==> config.mk <==
export PLATFORM = sky130hd
export DESIGN_NAME = dsm_monitor_regs
export DESIGN_NICKNAME = d
export VERILOG_FILES = /design/src/verilog/dsm_pkg.sv /design/src/verilog/dsm_sync.sv /design/src/verilog/dsm_monitor_regs.sv
export VERILOG_INCLUDE_DIRS = /design/src /design/src/verilog
export SDC_FILE = /design/constraint.sdc
export NUM_CORES = 1
export LEC_CHECK = 0
export ABC_AREA = 1
export BUFFER_PORTS_ARGS = -buffer_cell sky130_fd_sc_hd__buf_4
export CORE_MARGIN = 4
export CORE_UTILIZATION = 47
export CTS_CLUSTER_DIAMETER = 60
export DETAILED_ROUTE_END_ITERATION = 8
export GPL_ROUTABILITY_DRIVEN = 1
export GPL_TIMING_DRIVEN = 0
export HOLD_SLACK_MARGIN = 0.08
export PLACE_DENSITY = 0.87
export SLEW_MARGIN = 20
export SYNTH_ARGS = -nofsm -noshare
export SYNTH_HDL_FRONTEND = slang
export SYNTH_SLANG_ARGS = --single-unit
export TNS_END_PERCENT = 5
==> constraint.sdc <==
create_clock -name clk_sys -period 2.3 [get_ports clk_sys]
set_input_delay 0.345 -clock clk_sys [delete_from_list [all_inputs] [get_ports clk_sys]]
set_output_delay 0.345 -clock clk_sys [all_outputs]
set_load 0.02 [all_outputs]
==> src/verilog/dsm_defines.svh <==
/*
  Register numbers, field positions and widths of the drive status monitor bank.
  Assumes inclusion by bare name; definitions only.
*/
`ifndef DSM_DEFINES_SVH
`define DSM_DEFINES_SVH

`define DSM_ADDR_W        16
`define DSM_DATA_W        16
`define DSM_WIN_LO        16'h0029
`define DSM_WIN_HI        16'h003f
`define DSM_REG_SEQ_IN    16'h002b
`define DSM_REG_COND      16'h002c
`define DSM_REG_CONTACT   16'h002d
`define DSM_REG_DC_BUS    16'h0031
`define DSM_REG_TORQUE    16'h0032
`define DSM_REG_POWER     16'h0033
`define DSM_REG_PID_FB    16'h0038
`define DSM_REG_PID_IN    16'h0039
`define DSM_REG_PID_OUT   16'h003a
`define DSM_REG_CPU_SW    16'h003b
`define DSM_REG_FLASH_SW  16'h003c
`define DSM_REG_LINK_ERR  16'h003d
`define DSM_REG_KVA       16'h003e
`define DSM_REG_CTRL_MODE 16'h003f

`define DSM_SEQ_IN_W      12
`define DSM_CONTACT_W     5
`define DSM_LINK_ERR_W    7
`define DSM_LINK_ERR_MASK 7'h7b
`define DSM_COND_SPARE    2'h0
`define DSM_ZERO16        16'h0000
`define DSM_ZERO_ERR      7'h00
`define DSM_SYNC_ZERO_SEQ 12'h000
`define DSM_SYNC_ZERO_CON 5'h00

`endif

==> src/verilog/dsm_pkg.sv <==
/*
  Types of the drive status monitor bank: carriers for drive flags,
  analogue monitor words and one-cycle link error events.
  Assumes dsm_defines.svh is on the include path.
*/
`include "dsm_defines.svh"

package dsm_pkg;

  // ==========================================================
  // Drive condition inputs, one bit each
  typedef struct packed {
    logic link_timeout;
    logic any_fault;
    logic retrying;
    logic ref_lost;
    logic overtorque;
    logic run_src_local;
    logic freq_src_local;
    logic startup_done;
    logic freq_detect_2;
    logic freq_detect_1;
    logic user_speed_match;
    logic freq_match;
    logic zero_speed;
    logic running;
  } dsm_cond_t;

  // ==========================================================
  // Analogue monitor and identity words, already scaled upstream
  typedef struct packed {
    logic [15:0] dc_bus;
    logic [15:0] torque;
    logic [15:0] power;
    logic [15:0] pid_fb;
    logic [15:0] pid_in;
    logic [15:0] pid_out;
    logic [15:0] cpu_sw;
    logic [15:0] flash_sw;
    logic [15:0] kva;
    logic [15:0] ctrl_mode;
  } dsm_mon_t;

  // ==========================================================
  // One-cycle link error events from the frame receiver
  typedef struct packed {
    logic timeout;
    logic framing;
    logic overrun;
    logic parity;
    logic bad_length;
    logic crc;
  } dsm_err_evt_t;

  // ==========================================================
  // Read port request and answer
  typedef struct packed {
    logic        rd_en;
    logic [15:0] addr;
  } dsm_req_t;

  typedef struct packed {
    logic        valid;
    logic        hit;
    logic [15:0] data;
  } dsm_rsp_t;

endpackage

==> src/verilog/dsm_sync.sv <==
/*
  Two-flop synchroniser for a bus of pin levels.
  Assumes the first stage is read only by the second.
*/
`timescale 1ns/1ps

module dsm_sync #(
  parameter int W = 1
) (
  input  wire logic         clk_sys,
  input  wire logic         reset_n,
  input  wire logic [W-1:0] pin_in,
  output logic      [W-1:0] level_out
);

  typedef struct packed {
    logic [W-1:0] stage1;
    logic [W-1:0] stage2;
  } dsm_sync_state_t;

  dsm_sync_state_t state_reg;
  dsm_sync_state_t state_next;

  always_comb
  begin
    state_next        = state_reg;
    state_next.stage1 = pin_in;
    state_next.stage2 = state_reg.stage1;
  end

  always_ff @(posedge clk_sys)
  begin
    if (!reset_n)
    begin
      state_reg <= '0;
    end
    else
    begin
      state_reg <= state_next;
    end
  end

  assign level_out = state_reg.stage2;

endmodule

==> src/verilog/dsm_monitor_regs.sv <==
/*
  Drive status monitor register bank, registers 0029h to control_method_setting.
  Reads pin levels through synchronisers, drive flags and scaled monitor
  words from same-clock logic; latches link error events until fault reset.
  Assumes the link slave decodes frames and presents one read per request.
*/
`timescale 1ns/1ps

`include "dsm_defines.svh"

module dsm_monitor_regs (
  input  wire logic                   clk_sys,
  input  wire logic                   reset_n,
  input  wire logic [11:0]            seq_input_pins,
  input  wire logic [2:0]             relay_output_state,
  input  wire logic                   photocoupler_output_3,
  input  wire logic                   photocoupler_output_4,
  input  wire dsm_pkg::dsm_cond_t     cond_in,
  input  wire dsm_pkg::dsm_mon_t      mon_in,
  input  wire dsm_pkg::dsm_err_evt_t  err_evt,
  input  wire logic                   fault_reset,
  input  wire logic                   wr_en,
  input  wire dsm_pkg::dsm_req_t      req,
  output dsm_pkg::dsm_rsp_t           rsp,
  output logic [6:0]                  link_err_latched
);

  // ==========================================================
  // Pin synchronisers
  logic [`DSM_SEQ_IN_W-1:0]  seq_sync;
  logic [`DSM_CONTACT_W-1:0] contact_sync;

  dsm_sync #(
    .W (`DSM_SEQ_IN_W)
  ) u_seq_sync (
    .clk_sys   (clk_sys),
    .reset_n   (reset_n),
    .pin_in    (seq_input_pins),
    .level_out (seq_sync)
  );

  dsm_sync #(
    .W (`DSM_CONTACT_W)
  ) u_contact_sync (
    .clk_sys   (clk_sys),
    .reset_n   (reset_n),
    .pin_in    ({photocoupler_output_4, photocoupler_output_3, relay_output_state}),
    .level_out (contact_sync)
  );

  // ==========================================================
  // State
  typedef struct packed {
    logic [`DSM_LINK_ERR_W-1:0] link_err;
    logic                       rsp_valid;
    logic                       rsp_hit;
    logic [`DSM_DATA_W-1:0]     rsp_data;
  } dsm_state_t;

  dsm_state_t state_reg;
  dsm_state_t state_next;

  // ==========================================================
  // Register images
  logic [`DSM_DATA_W-1:0]     seq_word;
  logic [`DSM_DATA_W-1:0]     cond_word;
  logic [`DSM_DATA_W-1:0]     contact_word;
  logic [`DSM_DATA_W-1:0]     err_word;
  logic [`DSM_LINK_ERR_W-1:0] err_set;

  always_comb
  begin
    seq_word     = {4'h0, seq_sync};
    contact_word = {11'h000, contact_sync};
    cond_word    = {cond_in.link_timeout,
                    cond_in.any_fault | cond_in.link_timeout,
                    cond_in.retrying,
                    cond_in.ref_lost,
                    cond_in.overtorque,
                    cond_in.run_src_local,
                    cond_in.freq_src_local,
                    `DSM_COND_SPARE,
                    cond_in.startup_done,
                    cond_in.freq_detect_2,
                    cond_in.freq_detect_1,
                    cond_in.user_speed_match,
                    cond_in.freq_match,
                    cond_in.zero_speed,
                    cond_in.running};
    err_set      = {err_evt.timeout, err_evt.framing, err_evt.overrun,
                    err_evt.parity, 1'b0, err_evt.bad_length, err_evt.crc};
    err_word     = {9'h000, state_reg.link_err};
  end

  // Read decode, used for hit and data
  function automatic logic [16:0] dsm_decode(input logic [15:0] a);
    logic [16:0] r;
    r = {1'b1, `DSM_ZERO16};
    unique case (a)
      `DSM_REG_SEQ_IN:    r[15:0] = seq_word;
      `DSM_REG_COND:      r[15:0] = cond_word;
      `DSM_REG_CONTACT:   r[15:0] = contact_word;
      `DSM_REG_DC_BUS:    r[15:0] = mon_in.dc_bus;
      `DSM_REG_TORQUE:    r[15:0] = mon_in.torque;
      `DSM_REG_POWER:     r[15:0] = mon_in.power;
      `DSM_REG_PID_FB:    r[15:0] = mon_in.pid_fb;
      `DSM_REG_PID_IN:    r[15:0] = mon_in.pid_in;
      `DSM_REG_PID_OUT:   r[15:0] = mon_in.pid_out;
      `DSM_REG_CPU_SW:    r[15:0] = mon_in.cpu_sw;
      `DSM_REG_FLASH_SW:  r[15:0] = mon_in.flash_sw;
      `DSM_REG_LINK_ERR:  r[15:0] = err_word;
      `DSM_REG_KVA:       r[15:0] = mon_in.kva;
      `DSM_REG_CTRL_MODE: r[15:0] = mon_in.ctrl_mode;
      default:
      begin
        // Unused slots inside the window read zero; outside is a miss
        r[16] = (a >= `DSM_WIN_LO) && (a <= `DSM_WIN_HI);
      end
    endcase
    return r;
  endfunction

  // ==========================================================
  // Next state
  logic [16:0] dec;

  always_comb
  begin
    dec        = dsm_decode(req.addr);
    state_next = state_reg;
    // Set wins over the clearing fault reset
    if (fault_reset)
    begin
      state_next.link_err = err_set;
    end
    else
    begin
      state_next.link_err = state_reg.link_err | err_set;
    end
    // Writes are ignored: wr_en never reaches any state
    state_next.rsp_valid = req.rd_en;
    state_next.rsp_hit   = req.rd_en & dec[16];
    state_next.rsp_data  = (req.rd_en & dec[16]) ? dec[15:0] : `DSM_ZERO16;
  end

  always_ff @(posedge clk_sys)
  begin
    if (!reset_n)
    begin
      state_reg <= '0;
    end
    else
    begin
      state_reg <= state_next;
    end
  end

  // ==========================================================
  // Outputs
  // One driver for the whole answer struct
  assign rsp              = '{valid: state_reg.rsp_valid,
                              hit:   state_reg.rsp_hit,
                              data:  state_reg.rsp_data};
  assign link_err_latched = state_reg.link_err;

  logic unused_wr;
  assign unused_wr = wr_en;

endmodule

==> results.py <==
metrics = {
    "place": {
        "pre_cts_slack_ps": 256.7,
        "hpwlAfterDp_mm": 15.38,
        "dp_cells": 1007,
        "placed_area_um2": 5817,
        "place_congestion": 0.9713,
        "portBuffers": 239,
    },
    "route": {
        "drtIter0Drc": 605,
        "routed-via-count": 5706,
        "drc": 0,
        "ant_nets": 0,
        "wl_per_cell_um": 19.57,
        "dr.pass1.iters": 5,
        "viasPerCell": 5.578,
        "wirelength_mm": 20.02,
    },
    "cts": {
        "clkTransAtPathRegs_ps": 80,
        "ctsLongestPathBuffers": 2,
        "cts_tree": "done",
        "numCtsBuffers": 9,
        "ctsResizeCount": 0,
        "clock-sinks": 58,
        "postCtsHoldBufs": 0,
        "htreeDepth": 3,
        "clk_latency_ps": 350,
        "postCtsSetupBuffers": 0,
        "ctsRootBufferMaster": "clkbuf_8",
    },
    "cells_and_area": {
        "diodes": 0,
        "design_area_um2": 6066,
        "drive_gt1_share_pct": 34.53,
        "post-route-util_pct": 76.90,
        "n_fill_cell": 588,
        "multi_input_area_um2": 2245,
        "stdcell_count": 1023,
        "seqCellArea_um2": 1161,
        "nets": 1134,
        "syn_to_final_growth_pct": 55.73,
    },
    "grt": {
        "grt_pass1_vias": 5706,
        "overflow": 0,
        "gr-usage-all-layers_pct": 39.60,
        "grt_first_pass_wirelength_mm": 30.07,
        "grt_max_degree": 13,
        "antenna_found_initial": 0,
    },
    "sta": {
        "setup_ws_ps": 558.8,
        "setup_violations": 0,
        "fmax_ghz": 0.5743,
        "fin_skew_ps": 19.87,
        "setup_tns_ps": 0,
        "rsz0062_at_grt": "no",
        "finalHoldViolCount": 0,
        "fin_crit_sh_pct": 75.71,
        "finalCriticalPeriod_ps": 1741,
        "drv_slew": 0,
    },
    "yosys": {
        "synth_top_area_cell": "dfxtp_1",
        "ys_ff_latch": 58,
        "postSynthAreaPerCell_um2": 5.848,
        "synth_ff_type": "dfxtp_1",
        "synth_warnings": 0,
        "syn-num-nets": 884,
        "synthMuxAreaShare_pct": 0,
        "synth_top_family_by_area": "simple AND/OR/NAND/NOR gates",
        "yosysSeqAreaShare_pct": 29.81,
        "synth-xor-area-share_pct": 0,
        "yosys.area_share.simple_pct": 54.38,
        "yosys.area.top_type_share_pct": 29.81,
        "synth_area_leaders": "dfxtp_1 (30%), nand3_1 (20%), nand2_1 (19%), nor2_1 (8.5%), inv_1 (6.9%)",
        "synth_cells": 666,
        "synth_area_um2": 3895,
        "synthAdderAreaFrac_pct": 0,
        "synth-compound-area-share_pct": 3.148,
        "ys_types": 22,
        "synth_edf_count": 0,
        "async_flop_share_pct": 0,
    },
    "worst_setup_path": {
        "rrSetupSlack_ps": 1330,
        "path_buf_inv": 3,
        "path_cells": "buf_4 -> nor2_1 -> nand2_1 -> nor2_2 -> buf_4 -> buf_2 -> nand3_1 -> nand2_1 -> nor2_1 -> nand2_1 -> nor2_1 -> nor2_1",
        "crit_required_ps": 2580,
        "critPathTopFamily": "simple AND/OR/NAND/NOR gates",
        "cpMaxStageDelayCell": "buf_2",
        "crit_top_cell": "nor2_1",
        "crit_end": "rsp[5]$_SDFF_PN0_",
        "r2r_start": "link_err_latched[5]$_SDFF_PN0_",
        "max_stage_delay_ps": 260,
        "crit_type": "input port to register",
        "worstSetupStartpoint": "req[11]",
        "start_kind": "input port",
        "critPathArrivalTime_ps": 2020,
        "crit_path_max_fanout": 10,
        "r2r_end": "rsp[5]$_SDFF_PN0_",
        "reg2reg_depth": 6,
        "critical_path.endpoint_type": "register",
        "cp_num_cells": 12,
    },
    "pwr": {
        "cellPowerDensity_nw_per_um2": 443.8,
        "ir_worst_vdd_mv": 0.5471,
        "p_leak_nw": 3.585,
    },
    "floorplanning": {
        "fp.dieArea_um2": 9808,
        "core-area_um2": 7888,
        "io_pins": 243,
        "start_util_pct": 49.38,
        "die_x_um": 99.04,
        "num_rows": 32,
        "fp.dieH_um": 99.04,
    },
    "run": {
        "max_cap_violations": 0,
    },
    "status": {
        "status": "finished, final reports clean",
    },
    "min_path": {
        "hold_path_class": "input port to register",
    },
}
worst reg2reg max path, stage by stage, from the launching register on:
cell     delay [ps]
dfxtp_1         350
nand3_1         100
nand2_1          50
nor2_1          130
nand2_1          80
nor2_1          100
nor2_1           60
registers in the layout (all words and copies together) (netlist names):
signal	count
u_seq_sync.state_next	12
rsp	18
u_contact_sync.level_out	5
link_err_latched	6
u_contact_sync.state_next	5
u_seq_sync.level_out	12
worst min path at each step:
| stage | startpoint | end | cells past startpoint |
|---|---|---|---|
| finish | seq_input_pins[3] | u_seq_sync.state_next[3]$_SDFF_PN0_ | 3 |
| CTS | seq_input_pins[3] | u_seq_sync.state_next[3]$_SDFF_PN0_ | 3 |
| floorplan | u_contact_sync.state_next[0]$_SDFF_PN0_ | u_contact_sync.level_out[0]$_SDFF_PN0_ | 2 |
| detailed placement | u_seq_sync.state_next[1]$_SDFF_PN0_ | u_seq_sync.level_out[1]$_SDFF_PN0_ | 2 |
| global placement | u_contact_sync.state_next[3]$_SDFF_PN0_ | u_contact_sync.level_out[3]$_SDFF_PN0_ | 2 |
| global route | seq_input_pins[1] | u_seq_sync.state_next[1]$_SDFF_PN0_ | 3 |
layer usage:
metal	vias up	global-route usage, %	share of wire (%)
met5	-	0	0
li1	2588	-	-
met1	2576	45.97	35
met4	0	18.59	4.5
met3	79	8.280	12
met2	463	69.16	49
cell usage in the layout (no fill, tap or decap), types with 2 or more instances in the layout:
cell type  count
nand3_1      153
nand2_2        3
inv_2          6
inv_1         72
o21ai_1        5
dfxtp_1       58
nand2_1      199
bufinv_16      3
o21ai_0       12
clkinv_4       3
nor2_2        14
nor2_1        88
nand4_1        4
nor2_4         9
a21oi_1        6
clkbuf_8       9
clkbuf_1       4
buf_2         18
buf_4        247
nand2_4        2
stage by stage:
| stage | hold WS, ps | total power (W) |
|---|---|---|
| floorplan | 390.5 | 0.001160 |
| global placement | 393.1 | 0.001487 |
| detailed placement | 399.1 | 0.001494 |
| CTS | 183.1 | 0.002673 |
| global route | 192.8 | 0.002759 |
| finish | 181.4 | 0.002692 |
power by group:
group	switching [W]	leakage, nW	total (W)	internal (W)
Sequential	0.0000159	0.477	0.00106	0.00104
Combinational	0.000166	2.98	0.000433	0.000267
Clock	0.000475	0.124	0.00120	0.000729
Total	0.000657	3.59	0.00269	0.00204
logic make-up after synthesis:
| logic type | count (synthesis) |
|---|---|
| AO/OA/AOI/OAI | 24 |
| buffers and inverters | 110 |
| flip-flops | 58 |
| other | 1 |
| AND/OR/NAND/NOR | 473 |
cells in the mapped netlist (2+ instances only):
library cell and instances:
o21ai_0 12, nand4_1 4, buf_4 8, inv_1 72, nor2_4 9, dfxtp_1 58, nand2_2 3, nor2_1 88
a21oi_1 6, buf_2 18, o21ai_1 5, nand2_4 2, nand3_1 153, clkbuf_1 4, nor2_2 14, nand2_1 199
inv_2 6
final cells by class:
class,instances,area share [%]
multi-input combinational,498,37.00
timing repair buffer,239,29.58
sequential,58,19.14
inverter,78,4.827
buffer,32,3.238
tap,102,2.104
clock inverter,7,2.063
clock buffer,9,2.042
Note: power is estimated with default switching activity, not from simulation.
